--- config.mk ---
export PLATFORM = sky130hd
export DESIGN_NAME = hgc_global_ctrl
export DESIGN_NICKNAME = d
export VERILOG_FILES = /design/src/verilog/hgc_global_ctrl.v /design/src/verilog/hgc_rom_loader.v /design/src/verilog/hgc_parity_mon.v
export VERILOG_INCLUDE_DIRS = /design/src /design/src/shared
export SDC_FILE = /design/constraint.sdc
export NUM_CORES = 1
export LEC_CHECK = 0
export BUFFER_PORTS_ARGS = -buffer_cell sky130_fd_sc_hd__buf_4
export CELL_PAD_IN_SITES_DETAIL_PLACEMENT = 0
export CELL_PAD_IN_SITES_GLOBAL_PLACEMENT = 1
export CORE_UTILIZATION = 27
export CTS_BUF_LIST = sky130_fd_sc_hd__clkbuf_2
export DETAILED_ROUTE_END_ITERATION = 10
export GPL_TIMING_DRIVEN = 0
export PLACE_DENSITY_LB_ADDON = 0.1
export SLEW_MARGIN = 20
export SYNTH_ARGS = -nofsm -noshare
export SYNTH_HDL_FRONTEND = slang
export SYNTH_HIERARCHICAL = 1
export SYNTH_SLANG_ARGS = --single-unit
--- constraint.sdc ---
create_clock -name aclk -period 3.5 [get_ports aclk]
set_input_delay 0.35 -clock aclk [delete_from_list [all_inputs] [get_ports aclk]]
set_output_delay 0.35 -clock aclk [all_outputs]
set_load 0.01 [all_outputs]
--- src/shared/hgc_regs.vh ---
// hgc_regs.vh: offsets, field positions, reset values and timing counts
// assumes: included by bare name from the hub control design files
`ifndef HGC_REGS_VH
`define HGC_REGS_VH

// printed offsets are indices; byte address is four times the index
`define HGC_IDX_TARGET_ADDR 4'h0
`define HGC_IDX_SOFT_RESET 4'h1
`define HGC_IDX_GENERAL_CFG 4'h2
`define HGC_IDX_DEVICE_STATUS 4'h4
`define HGC_IDX_PAR_THOLD_HI 4'h5
`define HGC_IDX_PAR_THOLD_LO 4'h6
`define HGC_IDX_LOCK_STATUS 4'h9

`define HGC_RST_TARGET_ADDR 8'h00
`define HGC_RST_SOFT_RESET 8'h00
`define HGC_RST_GENERAL_CFG 8'h1e
`define HGC_RST_PAR_THOLD_HI 8'h01
`define HGC_RST_PAR_THOLD_LO 8'h00

// target address register fields
`define HGC_BIT_ADDR_OVERRIDE 0
`define HGC_ADDR_MSB 7
`define HGC_ADDR_LSB 1

// soft reset register fields
`define HGC_BIT_LOGIC_RESET 0
`define HGC_BIT_FULL_RESET 1
`define HGC_BIT_ROM_RELOAD 2

// general configuration fields
`define HGC_BIT_REFCLK_FORCE 0
`define HGC_BIT_PARITY_EN 1
`define HGC_BIT_SLEEP_STATE 2
`define HGC_BIT_OUTPUT_EN 3
`define HGC_BIT_OUT_EN_MODE 4
`define HGC_BIT_I2C_CTRL_EN 5
`define HGC_CFG_WMASK 8'h3f

// device status fields
`define HGC_BIT_INIT_DONE 6
`define HGC_BIT_REFCLK_VALID 4

// csi output states
`define HGC_CSI_NORMAL 2'h0
`define HGC_CSI_HIZ 2'h1
`define HGC_CSI_HS0 2'h2
`define HGC_CSI_LP11 2'h3

// timing
`define HGC_RESET_PULSE_NS 80
`define HGC_CLK_PERIOD_NS 10
`define HGC_RESET_PULSE_CYC 8'h08
`define HGC_ROM_LOAD_CYC 16'h0040

`define HGC_AXI_OKAY 2'h0
`define HGC_AXI_SLVERR 2'h2

`endif

--- src/verilog/hgc_global_ctrl.v ---
// hgc_global_ctrl.v: global control register group of the video hub
// assumes: AXI4-Lite master, strap and lock inputs synchronous to aclk
`timescale 1ns/1ps
`default_nettype none
`include "hgc_regs.vh"
module hgc_global_ctrl #(
  parameter PORTS = 4,
  parameter [15:0] ROM_LOAD_CYCLES = `HGC_ROM_LOAD_CYC
) (
  input wire aclk,
  input wire aresetn,
  input wire [31:0] s_axi_awaddr,
  input wire s_axi_awvalid,
  output reg s_axi_awready,
  input wire [31:0] s_axi_wdata,
  input wire [3:0] s_axi_wstrb,
  input wire s_axi_wvalid,
  output reg s_axi_wready,
  output reg [1:0] s_axi_bresp,
  output reg s_axi_bvalid,
  input wire s_axi_bready,
  input wire [31:0] s_axi_araddr,
  input wire s_axi_arvalid,
  output reg s_axi_arready,
  output reg [31:0] s_axi_rdata,
  output reg [1:0] s_axi_rresp,
  output reg s_axi_rvalid,
  input wire s_axi_rready,
  input wire [6:0] strap_address,
  input wire [PORTS-1:0] rx_lock,
  input wire [PORTS-1:0] port_assigned,
  input wire [PORTS-1:0] parity_err_strobe,
  input wire refclk_detect,
  input wire [1:0] per_port_output_control,
  output reg [6:0] active_target_address,
  output reg logic_reset,
  output reg i2c_controller_en,
  output reg parity_check_en,
  output reg refclk_present,
  output reg [1:0] csi_output_state,
  output reg init_done,
  output reg [PORTS-1:0] parity_error_flag
);
  reg strap_taken;
  reg [6:0] strap_latch;
  reg [6:0] target_address_field;
  reg address_override_select;
  reg [7:0] general_cfg;
  reg [7:0] thold_hi;
  reg [7:0] thold_lo;
  reg rom_reload_trigger;
  reg [7:0] pulse_cnt;
  reg full_pending;
  reg aw_held;
  reg w_held;
  reg [31:0] aw_addr;
  reg [31:0] w_data;
  reg [3:0] w_strb;
  reg [PORTS-1:0] flag_clear;
  wire regs_rst_n;
  wire write_go;
  wire [3:0] wr_idx;
  wire [3:0] rd_idx;
  wire wr_mapped;
  wire loader_busy;
  wire loader_done;
  wire [PORTS-1:0] err_flag_w;
  wire any_lock;
  wire [7:0] rst_addr_byte;
  reg [31:0] next_rdata;
  reg rd_ok;

  assign regs_rst_n = aresetn & ~(full_pending & pulse_cnt == 8'h01);
  assign write_go = (aw_held | s_axi_awvalid) & (w_held | s_axi_wvalid)
    & ~s_axi_bvalid;
  assign wr_idx = aw_held ? aw_addr[5:2] : s_axi_awaddr[5:2];
  assign rd_idx = s_axi_araddr[5:2];
  assign wr_mapped = (aw_held ? aw_addr[31:6] : s_axi_awaddr[31:6]) == 26'h0;
  assign any_lock = |(rx_lock & port_assigned);
  assign rst_addr_byte = `HGC_RST_TARGET_ADDR;

  // write channel: address and data taken in either order
  always @(posedge aclk) begin
    if (!aresetn) begin
      s_axi_awready <= 1'b1;
      s_axi_wready <= 1'b1;
      s_axi_bvalid <= 1'b0;
      s_axi_bresp <= `HGC_AXI_OKAY;
      aw_held <= 1'b0;
      w_held <= 1'b0;
      aw_addr <= 32'h0000_0000;
      w_data <= 32'h0000_0000;
      w_strb <= 4'h0;
    end else begin
      if (s_axi_awvalid && s_axi_awready) begin
        aw_addr <= s_axi_awaddr;
        aw_held <= 1'b1;
        s_axi_awready <= 1'b0;
      end
      if (s_axi_wvalid && s_axi_wready) begin
        w_data <= s_axi_wdata;
        w_strb <= s_axi_wstrb;
        w_held <= 1'b1;
        s_axi_wready <= 1'b0;
      end
      if (write_go && aw_held && w_held) begin
        s_axi_bvalid <= 1'b1;
        s_axi_bresp <= (wr_mapped && (wr_idx == `HGC_IDX_TARGET_ADDR ||
          wr_idx == `HGC_IDX_SOFT_RESET || wr_idx == `HGC_IDX_GENERAL_CFG ||
          wr_idx == `HGC_IDX_PAR_THOLD_HI || wr_idx == `HGC_IDX_PAR_THOLD_LO))
          ? `HGC_AXI_OKAY : `HGC_AXI_SLVERR;
        aw_held <= 1'b0;
        w_held <= 1'b0;
      end
      if (s_axi_bvalid && s_axi_bready) begin
        s_axi_bvalid <= 1'b0;
        s_axi_awready <= 1'b1;
        s_axi_wready <= 1'b1;
      end
    end
  end

  wire do_write;
  assign do_write = aw_held & w_held & ~s_axi_bvalid & wr_mapped & w_strb[0];

  // strap capture after reset release
  always @(posedge aclk) begin
    if (!aresetn) begin
      strap_taken <= 1'b0;
      strap_latch <= 7'h00;
    end else if (!strap_taken) begin
      strap_taken <= 1'b1;
      strap_latch <= strap_address;
    end
  end

  // register file
  always @(posedge aclk) begin
    if (!regs_rst_n) begin
      target_address_field <= rst_addr_byte[`HGC_ADDR_MSB:`HGC_ADDR_LSB];
      address_override_select <= 1'b0;
      general_cfg <= `HGC_RST_GENERAL_CFG;
      thold_hi <= `HGC_RST_PAR_THOLD_HI;
      thold_lo <= `HGC_RST_PAR_THOLD_LO;
    end else begin
      if (!address_override_select)
        target_address_field <= strap_latch;
      if (do_write && wr_idx == `HGC_IDX_TARGET_ADDR) begin
        address_override_select <= w_data[`HGC_BIT_ADDR_OVERRIDE];
        if (w_data[`HGC_BIT_ADDR_OVERRIDE])
          target_address_field <= w_data[`HGC_ADDR_MSB:`HGC_ADDR_LSB];
      end
      if (do_write && wr_idx == `HGC_IDX_GENERAL_CFG)
        general_cfg <= w_data[7:0] & `HGC_CFG_WMASK;
      if (do_write && wr_idx == `HGC_IDX_PAR_THOLD_HI)
        thold_hi <= w_data[7:0];
      if (do_write && wr_idx == `HGC_IDX_PAR_THOLD_LO)
        thold_lo <= w_data[7:0];
    end
  end

  // soft reset sequencing
  always @(posedge aclk) begin
    if (!aresetn) begin
      rom_reload_trigger <= 1'b0;
      pulse_cnt <= 8'h00;
      full_pending <= 1'b0;
      logic_reset <= 1'b0;
    end else begin
      rom_reload_trigger <= do_write && wr_idx == `HGC_IDX_SOFT_RESET &&
        w_data[`HGC_BIT_ROM_RELOAD];
      if (do_write && wr_idx == `HGC_IDX_SOFT_RESET &&
          (w_data[`HGC_BIT_FULL_RESET] || w_data[`HGC_BIT_LOGIC_RESET])) begin
        pulse_cnt <= `HGC_RESET_PULSE_CYC;
        full_pending <= w_data[`HGC_BIT_FULL_RESET];
        logic_reset <= 1'b1;
      end else if (pulse_cnt != 8'h00) begin
        pulse_cnt <= pulse_cnt - 8'h01;
        if (pulse_cnt == 8'h01) begin
          logic_reset <= 1'b0;
          full_pending <= 1'b0;
        end
      end
    end
  end

  hgc_rom_loader #(
    .LOAD_CYCLES(ROM_LOAD_CYCLES)
  ) u_loader (
    .aclk(aclk),
    .aresetn(aresetn),
    .start(rom_reload_trigger),
    .busy(loader_busy),
    .done(loader_done)
  );

  hgc_parity_mon #(
    .PORTS(PORTS)
  ) u_parity (
    .aclk(aclk),
    .aresetn(aresetn & ~logic_reset),
    .enable(general_cfg[`HGC_BIT_PARITY_EN]),
    .threshold({thold_hi, thold_lo}),
    .err_strobe(parity_err_strobe),
    .flag_clear(flag_clear),
    .err_flag(err_flag_w)
  );

  // read data mux
  always @* begin
    next_rdata = 32'h0000_0000;
    rd_ok = s_axi_araddr[31:6] == 26'h0;
    case (rd_idx)
      `HGC_IDX_TARGET_ADDR:
        next_rdata[7:0] = {target_address_field, address_override_select};
      `HGC_IDX_SOFT_RESET:
        next_rdata[7:0] = {5'h00, rom_reload_trigger | loader_busy & 1'b0,
          full_pending, logic_reset & ~full_pending};
      `HGC_IDX_GENERAL_CFG:
        next_rdata[7:0] = general_cfg;
      `HGC_IDX_DEVICE_STATUS:
        next_rdata[7:0] = {1'b0, init_done, 1'b0, refclk_present, 4'h0};
      `HGC_IDX_PAR_THOLD_HI:
        next_rdata[7:0] = thold_hi;
      `HGC_IDX_PAR_THOLD_LO:
        next_rdata[7:0] = thold_lo;
      `HGC_IDX_LOCK_STATUS:
        next_rdata[PORTS-1:0] = parity_error_flag;
      default:
        rd_ok = 1'b0;
    endcase
  end

  // read channel, parity flags clear on read
  always @(posedge aclk) begin
    if (!aresetn) begin
      s_axi_arready <= 1'b1;
      s_axi_rvalid <= 1'b0;
      s_axi_rdata <= 32'h0000_0000;
      s_axi_rresp <= `HGC_AXI_OKAY;
      flag_clear <= {PORTS{1'b0}};
    end else begin
      flag_clear <= {PORTS{1'b0}};
      if (s_axi_arvalid && s_axi_arready) begin
        s_axi_arready <= 1'b0;
        s_axi_rvalid <= 1'b1;
        s_axi_rdata <= rd_ok ? next_rdata : 32'h0000_0000;
        s_axi_rresp <= rd_ok ? `HGC_AXI_OKAY : `HGC_AXI_SLVERR;
        if (rd_ok && rd_idx == `HGC_IDX_LOCK_STATUS)
          flag_clear <= parity_error_flag & ~err_flag_w | parity_error_flag;
      end else if (s_axi_rvalid && s_axi_rready) begin
        s_axi_rvalid <= 1'b0;
        s_axi_arready <= 1'b1;
      end
    end
  end

  // outputs to the rest of the device
  always @(posedge aclk) begin
    if (!aresetn) begin
      active_target_address <= 7'h00;
      i2c_controller_en <= 1'b0;
      parity_check_en <= 1'b1;
      refclk_present <= 1'b0;
      csi_output_state <= `HGC_CSI_HIZ;
      init_done <= 1'b0;
      parity_error_flag <= {PORTS{1'b0}};
    end else begin
      active_target_address <= address_override_select ?
        target_address_field : strap_latch;
      i2c_controller_en <= general_cfg[`HGC_BIT_I2C_CTRL_EN];
      parity_check_en <= general_cfg[`HGC_BIT_PARITY_EN];
      refclk_present <= general_cfg[`HGC_BIT_REFCLK_FORCE] | refclk_detect;
      init_done <= loader_done & ~rom_reload_trigger;
      parity_error_flag <= err_flag_w;
      if (general_cfg[`HGC_BIT_SLEEP_STATE] &&
          !general_cfg[`HGC_BIT_OUTPUT_EN])
        csi_output_state <= `HGC_CSI_HIZ;
      else if (!general_cfg[`HGC_BIT_SLEEP_STATE] && !any_lock)
        csi_output_state <= `HGC_CSI_HS0;
      else if (!general_cfg[`HGC_BIT_OUT_EN_MODE] && !any_lock)
        csi_output_state <= `HGC_CSI_HIZ;
      else if (!any_lock)
        csi_output_state <= `HGC_CSI_LP11;
      else
        csi_output_state <= per_port_output_control;
    end
  end
endmodule // hgc_global_ctrl
`default_nettype wire

--- src/verilog/hgc_rom_loader.v ---
// hgc_rom_loader.v: models the configuration load sequencer timing
// assumes: start pulse from the register block, same clock and reset
`timescale 1ns/1ps
`default_nettype none
`include "hgc_regs.vh"
module hgc_rom_loader #(
  parameter [15:0] LOAD_CYCLES = `HGC_ROM_LOAD_CYC
) (
  input wire aclk,
  input wire aresetn,
  input wire start,
  output reg busy,
  output reg done
);
  reg [15:0] count;
  always @(posedge aclk) begin
    if (!aresetn) begin
      busy <= 1'b1;
      done <= 1'b0;
      count <= 16'h0000;
    end else if (start) begin
      busy <= 1'b1;
      done <= 1'b0;
      count <= 16'h0000;
    end else if (busy) begin
      if (count == LOAD_CYCLES - 16'h0001) begin
        busy <= 1'b0;
        done <= 1'b1;
      end else begin
        count <= count + 16'h0001;
      end
    end
  end
endmodule // hgc_rom_loader
`default_nettype wire

--- src/verilog/hgc_parity_mon.v ---
// hgc_parity_mon.v: per-port parity error counters against a threshold
// assumes: error strobes are one-cycle pulses synchronous to aclk
`timescale 1ns/1ps
`default_nettype none
module hgc_parity_mon #(
  parameter PORTS = 4
) (
  input wire aclk,
  input wire aresetn,
  input wire enable,
  input wire [15:0] threshold,
  input wire [PORTS-1:0] err_strobe,
  input wire [PORTS-1:0] flag_clear,
  output reg [PORTS-1:0] err_flag
);
  genvar i;
  generate
    for (i = 0; i < PORTS; i = i + 1) begin : g_port
      reg [15:0] cnt;
      wire hit;
      wire [15:0] next_cnt;
      assign hit = enable & err_strobe[i];
      assign next_cnt = (hit && cnt != 16'hffff) ? cnt + 16'h0001 : cnt;
      always @(posedge aclk) begin
        if (!aresetn) begin
          cnt <= 16'h0000;
          err_flag[i] <= 1'b0;
        end else begin
          cnt <= flag_clear[i] ? 16'h0000 : next_cnt;
          if (enable && next_cnt >= threshold && hit)
            err_flag[i] <= 1'b1;
          else if (flag_clear[i])
            err_flag[i] <= 1'b0;
        end
      end
    end
  endgenerate
endmodule // hgc_parity_mon
`default_nettype wire

== Yosys cells after proc, flatten, opt, wreduce, memory -nomap -nowiden ==
Cells that the tools add are included.

* Register bits after elaboration: 240
* Bits of input ports: 129
* Output and inout port bits: 59
* Logic and storage cells: 206

* Add/sub/neg operators: 6
* $lt $le $gt $ge: 4
* Equal/unequal tests: 16
* Multiplexer cells: 39
* Bitwise operators: 30
* Reductions and logical operators: 67

{| class="wikitable"
|+ Operators with widths
! cell !! count
|-
| $add A16 B1 Y16 const B || 5
|-
| $ge A16 B16 Y1 || 4
|-
| $mux W16 || 4
|-
| $ne A16 B16 Y1 const B || 4
|-
| $logic_not A26 Y1 || 2
|-
| $logic_and A1 B1 Y1 || 31
|-
| $mux W26 || 1
|-
| $pmux W4 S6 || 1
|-
| $mux W7 || 3
|-
| $eq A4 B3 Y1 const B || 5
|-
| $mux W1 || 20
|-
| $pmux W4 S5 || 1
|-
| $reduce_or A2 Y1 || 9
|-
| $eq A16 B6 Y1 const B || 1
|-
| $and A1 B1 Y1 || 15
|-
| $reduce_bool A2 Y1 || 7
|-
| $mux W4 || 3
|-
| $mux W2 || 5
|-
| $and A4 B4 Y4 || 2
|-
| $eq A4 B1 Y1 const B || 2
|-
| $eq A4 B2 Y1 const B || 2
|-
| $eq A8 B1 Y1 const B || 1
|-
| $logic_not A4 Y1 || 2
|-
| $mux W8 || 1
|-
| 13 further kinds || 31
|}

== Depth between registers and ports, before layout ==
* Depth after elaboration: 8
* Depth in mapped cells: 13
* Depth with buffers taken out: 12

== Cells and area by module ==
Netlist, hierarchy kept.

{| class="wikitable"
|+ Modules (own cells, without submodules)
! module !! instances !! cells each !! area each (µm²) !! sequential area each (µm²)
|-
| hgc_global_ctrl || 1 || 649 || 5626.6 || 2522.4
|-
| hgc_parity_mon || 1 || 571 || 4976.0 || 1361.3
|-
| hgc_rom_loader || 1 || 96 || 847.1 || 360.3
|}

== Worst setup path after synthesis ==
OpenSTA, ideal clock, no wires.

* Kind: register to register
* Start point: register u_parity.g_port[2].cnt[0]
* End point: register u_parity.err_flag[2]
* Setup time: 0.070 ns
* Arrival: 2.651 ns
* Data required time: 3.430 ns
* Setup slack: 0.779 ns
* Stages on the path, launching flop included: 13
* Path buffers: 1
* Clock period less this slack: 2.721 ns
* Cells stage by stage: dfxtp_1 > ha_1 > buf_2 > nand4_1 > or3_1 > nor2_1 > a41oi_1 > ha_1 > nand4_1 > or4_1 > a21oi_1 > o31ai_1 > a21oi_1

* Word-level cells in the longest chain between the ends: 7
* Elaborated cells on any way between the ends: 9
* Classes of those cells: add/sub (1); order compare (1); eq/ne (1); mux (2); reduce/logical (4)

{| class="wikitable"
|+ RTL lines
! what !! line !! text
|-
| start, declared || hgc_parity_mon.v:19 || <nowiki>reg [15:0] cnt;</nowiki>
|-
| start signal, assigned || hgc_parity_mon.v:29 || <nowiki>cnt <= flag_clear[i] ? 16'h0000 : next_cnt;</nowiki>
|-
| parallel branches: the longest is 2 deep, another holds $add A16 B1 Y16 || -- ||
|-
| $mux W16 * || hgc_parity_mon.v:23 || <nowiki>assign next_cnt = (hit && cnt != 16'hffff) ? cnt + 16'h0001 : cnt;</nowiki>
|-
| named net u_parity.g_port[2].next_cnt[10] || hgc_parity_mon.v:21 || <nowiki>wire [15:0] next_cnt;</nowiki>
|-
| $ge A16 B16 Y1 * || hgc_parity_mon.v:30 || <nowiki>if (enable && next_cnt >= threshold && hit)</nowiki>
|-
| $logic_and A1 B1 Y1 * (2 in series) || hgc_parity_mon.v:30 ||
|-
| $mux W1 or $reduce_bool A2 Y1 (tied branches) || -- ||
|-
| end signal, assigned by index || hgc_parity_mon.v:27 || <nowiki>err_flag[i] <= 1'b0;</nowiki>
|-
| end signal, assigned by index || hgc_parity_mon.v:31 || <nowiki>err_flag[i] <= 1'b1;</nowiki>
|-
| end signal, assigned by index || hgc_parity_mon.v:33 || <nowiki>err_flag[i] <= 1'b0;</nowiki>
|-
| end, declared || hgc_parity_mon.v:14 || <nowiki>output reg [PORTS-1:0] err_flag</nowiki>
|}

Mark *: on every way through the listed nets, which the timed path passes.
A chain may end at the register's enable or synchronous reset.

== Final worst setup path ==
* Start point: input port s_axi_araddr[27]
* End point: register flag_clear[3]

* Word-level cells in the longest chain between the ends: 4

{| class="wikitable"
|+ RTL lines
! what !! line !! text
|-
| start, declared || hgc_global_ctrl.v:22 || <nowiki>input wire [31:0] s_axi_araddr,</nowiki>
|-
| $logic_not A26 Y1 || hgc_global_ctrl.v:212 || <nowiki>rd_ok = s_axi_araddr[31:6] == 26'h0;</nowiki>
|-
| $mux W1 || hgc_global_ctrl.v:213 || <nowiki>case (rd_idx)</nowiki>
|-
| $logic_and A1 B1 Y1 (no line) || -- ||
|-
| $reduce_and A3 Y1 (no line) || -- ||
|-
| end signal, assigned || hgc_global_ctrl.v:241 || <nowiki>flag_clear <= {PORTS{1'b0}};</nowiki>
|-
| end signal, assigned || hgc_global_ctrl.v:243 || <nowiki>flag_clear <= {PORTS{1'b0}};</nowiki>
|-
| end signal, assigned || hgc_global_ctrl.v:250 || <nowiki>flag_clear <= parity_error_flag & ~err_flag_w | parity_error_flag;</nowiki>
|-
| end, declared || hgc_global_ctrl.v:59 || <nowiki>reg [PORTS-1:0] flag_clear;</nowiki>
|}

No other way between the ends.

==> run metrics <==
Die ar. ~43000 um^2; simple-gate portion of the synthesized area 0.274; clk_lat worst skew approximately 900 ps; Port Buffers 128; post-route setup slack 128 ps; Synth Area in Adders 0.0776; period utilization 0.963; Sw Share 0.305; initial core utilization 0.274; CTS Sinks around 210; # setup viols final 0; vias in the first global route 10200; Max-Cap Viols 0; internal power 3.73 mW; CTS root buffer clkbuf_2; Reg2Reg Depth 11; Via Count approximately 10000; status complete, no violations; Die W 208 um; WL final ~37000 um; Die H roughly 210 um; cell area after placement 13200 um^2; hold path cells 4; Filler cells 4520; most frequent cells in the layout 212 x dfxtp_1, 174 x nand2_1, 159 x buf_4; FP Rows 75; synth unique cells 92; CTS max path bufs 3; Vias/cell 4.71; post-synthesis instance total 1316; dominant cells by area after synthesis dfxtp_1 37%, ha_1 7.8%, nand2_1 5.7%; Max Slew Vio Count 0; ANT nets after route 0; Detailed Routing Iterations Pass 1 5; share of the synthesized area in the top cell type 0.371; clock buffer count from CTS 66; XOR/XNOR share of the synthesized area 0.0436; global-route usage over all layers 0.171; Seq/Total Area, Yosys 0.371; Critical Path Source Type input port; Hold/Removal Path Class in2reg; leading area contributor after synthesis dfxtp_1; commonest non-fill, non-tap cell in the layout dfxtp_1; Clk pwr share 0.373; pre-CTS setup slack -222 ps; Post-Syn Area 11400 um^2; CP required 4270 ps; worst-margin pin slew 900 ps; normalized max-slew margin 0.400; Power Dens Cells between 300 and 400 nW/um^2; gpl congestion 0.784; layout cells sized above 1 0.208; DRC Markers 0; 1st-iter DRT viols 389; final net count 1817; TritonCTS clock tree done; combinational share of power 0.147; H-tree lvl count 3; mux cell area share after synthesis 0.0399; Post-synth EDFFs 0; CORE AREA 41900 um^2; FMAX 297 MHz; kind of critical path in2reg; maximum VDD drop 0.149 mV; Area Overhead vs Synth 27.2%; Yosys reg bits 212; initial antenna violation count 1; clk slew on worst S/H paths 90 ps; DP HPWL 27400 um; post-DR wirelength/cell around 17 um; share of flip-flops with an asynchronous set or reset 0; unrepaired setup endpoints after global routing no; total power 5.37 mW; synth warn 6; crit path time final 3370 ps; CP max FO 6; Critical Path End Type register; Mapped Avg Cell Area 8.70 um^2; grt ovf 0; fin area 14600 um^2; net switching power 1.64 mW; Pleak 6.20 nW; largest net degree at the start of global routing 11; largest family of logic cells by synthesized area simple AND/OR/NAND/NOR gates; worst clock skew just over 80 ps; io pins ~190; final core occ 0.348; critical path arrival 4140 ps; Reg power frac 0.480; Final Hold Vio Count 0; first-pass GRT wire length 57600 um; Synth Area in Compound Gates 0.142; Top FF cell, synth dfxtp_1
==> layer usage <==
metal	track usage	up-vias	routed length [um]
met5	0	-	0
met4	0.0580	0	578
met3	0.0343	45	1590
met2	0.267	217	16300
met1	0.235	4780	18400
li1	-	5318	-
==> kinds of logic (layout without fill, tap and decap cells) <==
logic type | after synthesis | in the layout
AO/OA/AOI/OAI | 251 | 251
adder cells (fa/ha/maj) | 71 | 71
flip-flops | 212 | 212
multiplexers | 43 | 43
buffers and inverters | 116 | 435
other | 1 | 27
XOR/XNOR | 57 | 57
AND/OR/NAND/NOR | 565 | 565
==> sequential cells by signal (all words and copies together), names as in the netlist, 8 cells and up <==
register and count:
thold_hi 8, s_axi_rdata 8, thold_lo 8, u_parity/g_port.cnt 64
w_data 8, aw_addr 30, u_loader/count 16, pulse_cnt 8
==> worst max-delay path: stages <==
cell,delay [ps]
dlygate4sd3_1,550
buf_4,130
or4_1,390
dlygate4sd3_1,590
a211oi_2,270
dlygate4sd3_1,620
nand4_2,170
dlygate4sd3_1,710
nor4_1,360
==> layout make-up <==
class / count / area [um^2] / area share
clock buffer: 93 / 465 / 0.0320
clock inverter: 18 / 124 / 0.00850
multi-input combinational: 1013 / 6700 / 0.460
antenna: 1 / 2.50 / 0.000172
tap: 539 / 674 / 0.0463
inverter: 42 / 158 / 0.0108
timing repair buffer: 208 / 1760 / 0.121
sequential: 212 / 4240 / 0.291
buffer: 74 / 439 / 0.0301
==> synth_stat cells, types with 6 or more instances <==
| library cell | instances |
|---|---|
| and4_1 | 9 |
| and4b_2 | 6 |
| ha_1 | 71 |
| a2111oi_0 | 6 |
| nor3_2 | 6 |
| nor4_1 | 21 |
| o21ai_1 | 9 |
| nor3_1 | 25 |
| buf_1 | 8 |
| a211oi_1 | 9 |
| and2_1 | 41 |
| mux2_2 | 13 |
| mux2i_1 | 28 |
| xnor2_1 | 26 |
| buf_6 | 6 |
| a21oi_1 | 101 |
| or4_1 | 9 |
| xor2_1 | 31 |
| dfxtp_1 | 212 |
| buf_4 | 29 |
| nand2b_1 | 15 |
| nand2_1 | 174 |
| o21ai_0 | 35 |
| a22oi_1 | 8 |
| and3_1 | 15 |
| o31ai_1 | 15 |
| nor2_1 | 76 |
| a21o_1 | 7 |
| nor2b_1 | 42 |
| clkbuf_1 | 26 |
| a31oi_1 | 16 |
| nand3_1 | 30 |
| inv_1 | 41 |
| nand4_1 | 41 |
==> metrics by stage <==
stage	hold slack (ps)	cells	setup TNS [ps]
floorplan	378	1341	0
global placement	434	2008	-2000
global route	104	2200	0
finish	161	2200	0
CTS	7.81	2197	0
detailed placement	446	2008	-2280
==> power groups by stage <==
| stage | registers [mW] | logic (mW) | clock network, mW |
|---|---|---|---|
| final | 2.58 | 0.789 | 2.00 |
| after floorplan | 2.62 | 0.474 | 0 |
| after CTS | 2.58 | 0.794 | 2.12 |
| after global placement | 2.64 | 0.723 | 0 |
| after global routing | 2.60 | 0.887 | 2.25 |
| after detailed placement | 2.64 | 0.723 | 0 |
==> repair_timing <==
| item | in CTS | in global routing |
|---|---|---|
| resized for setup | 0 | 1 |
| endpoints found under the setup margin | 0 | 2 |
| hold buffers | 78 | 0 |
| setup buffers | 0 | 2 |
| hold endpoints to repair | 108 | 0 |
==> path summary, 6_finish.rpt <==
kind	startpoint	to	slack [ps]
setup / recovery	s_axi_araddr[27]	flag_clear[3]	130
hold reg to reg	u_loader/done	init_done	420
setup reg to reg	general_cfg[1]	u_parity/err_flag[0]	260
hold / removal	s_axi_araddr[3]	s_axi_rdata[6]	160
(Power assumes the default switching activity.)
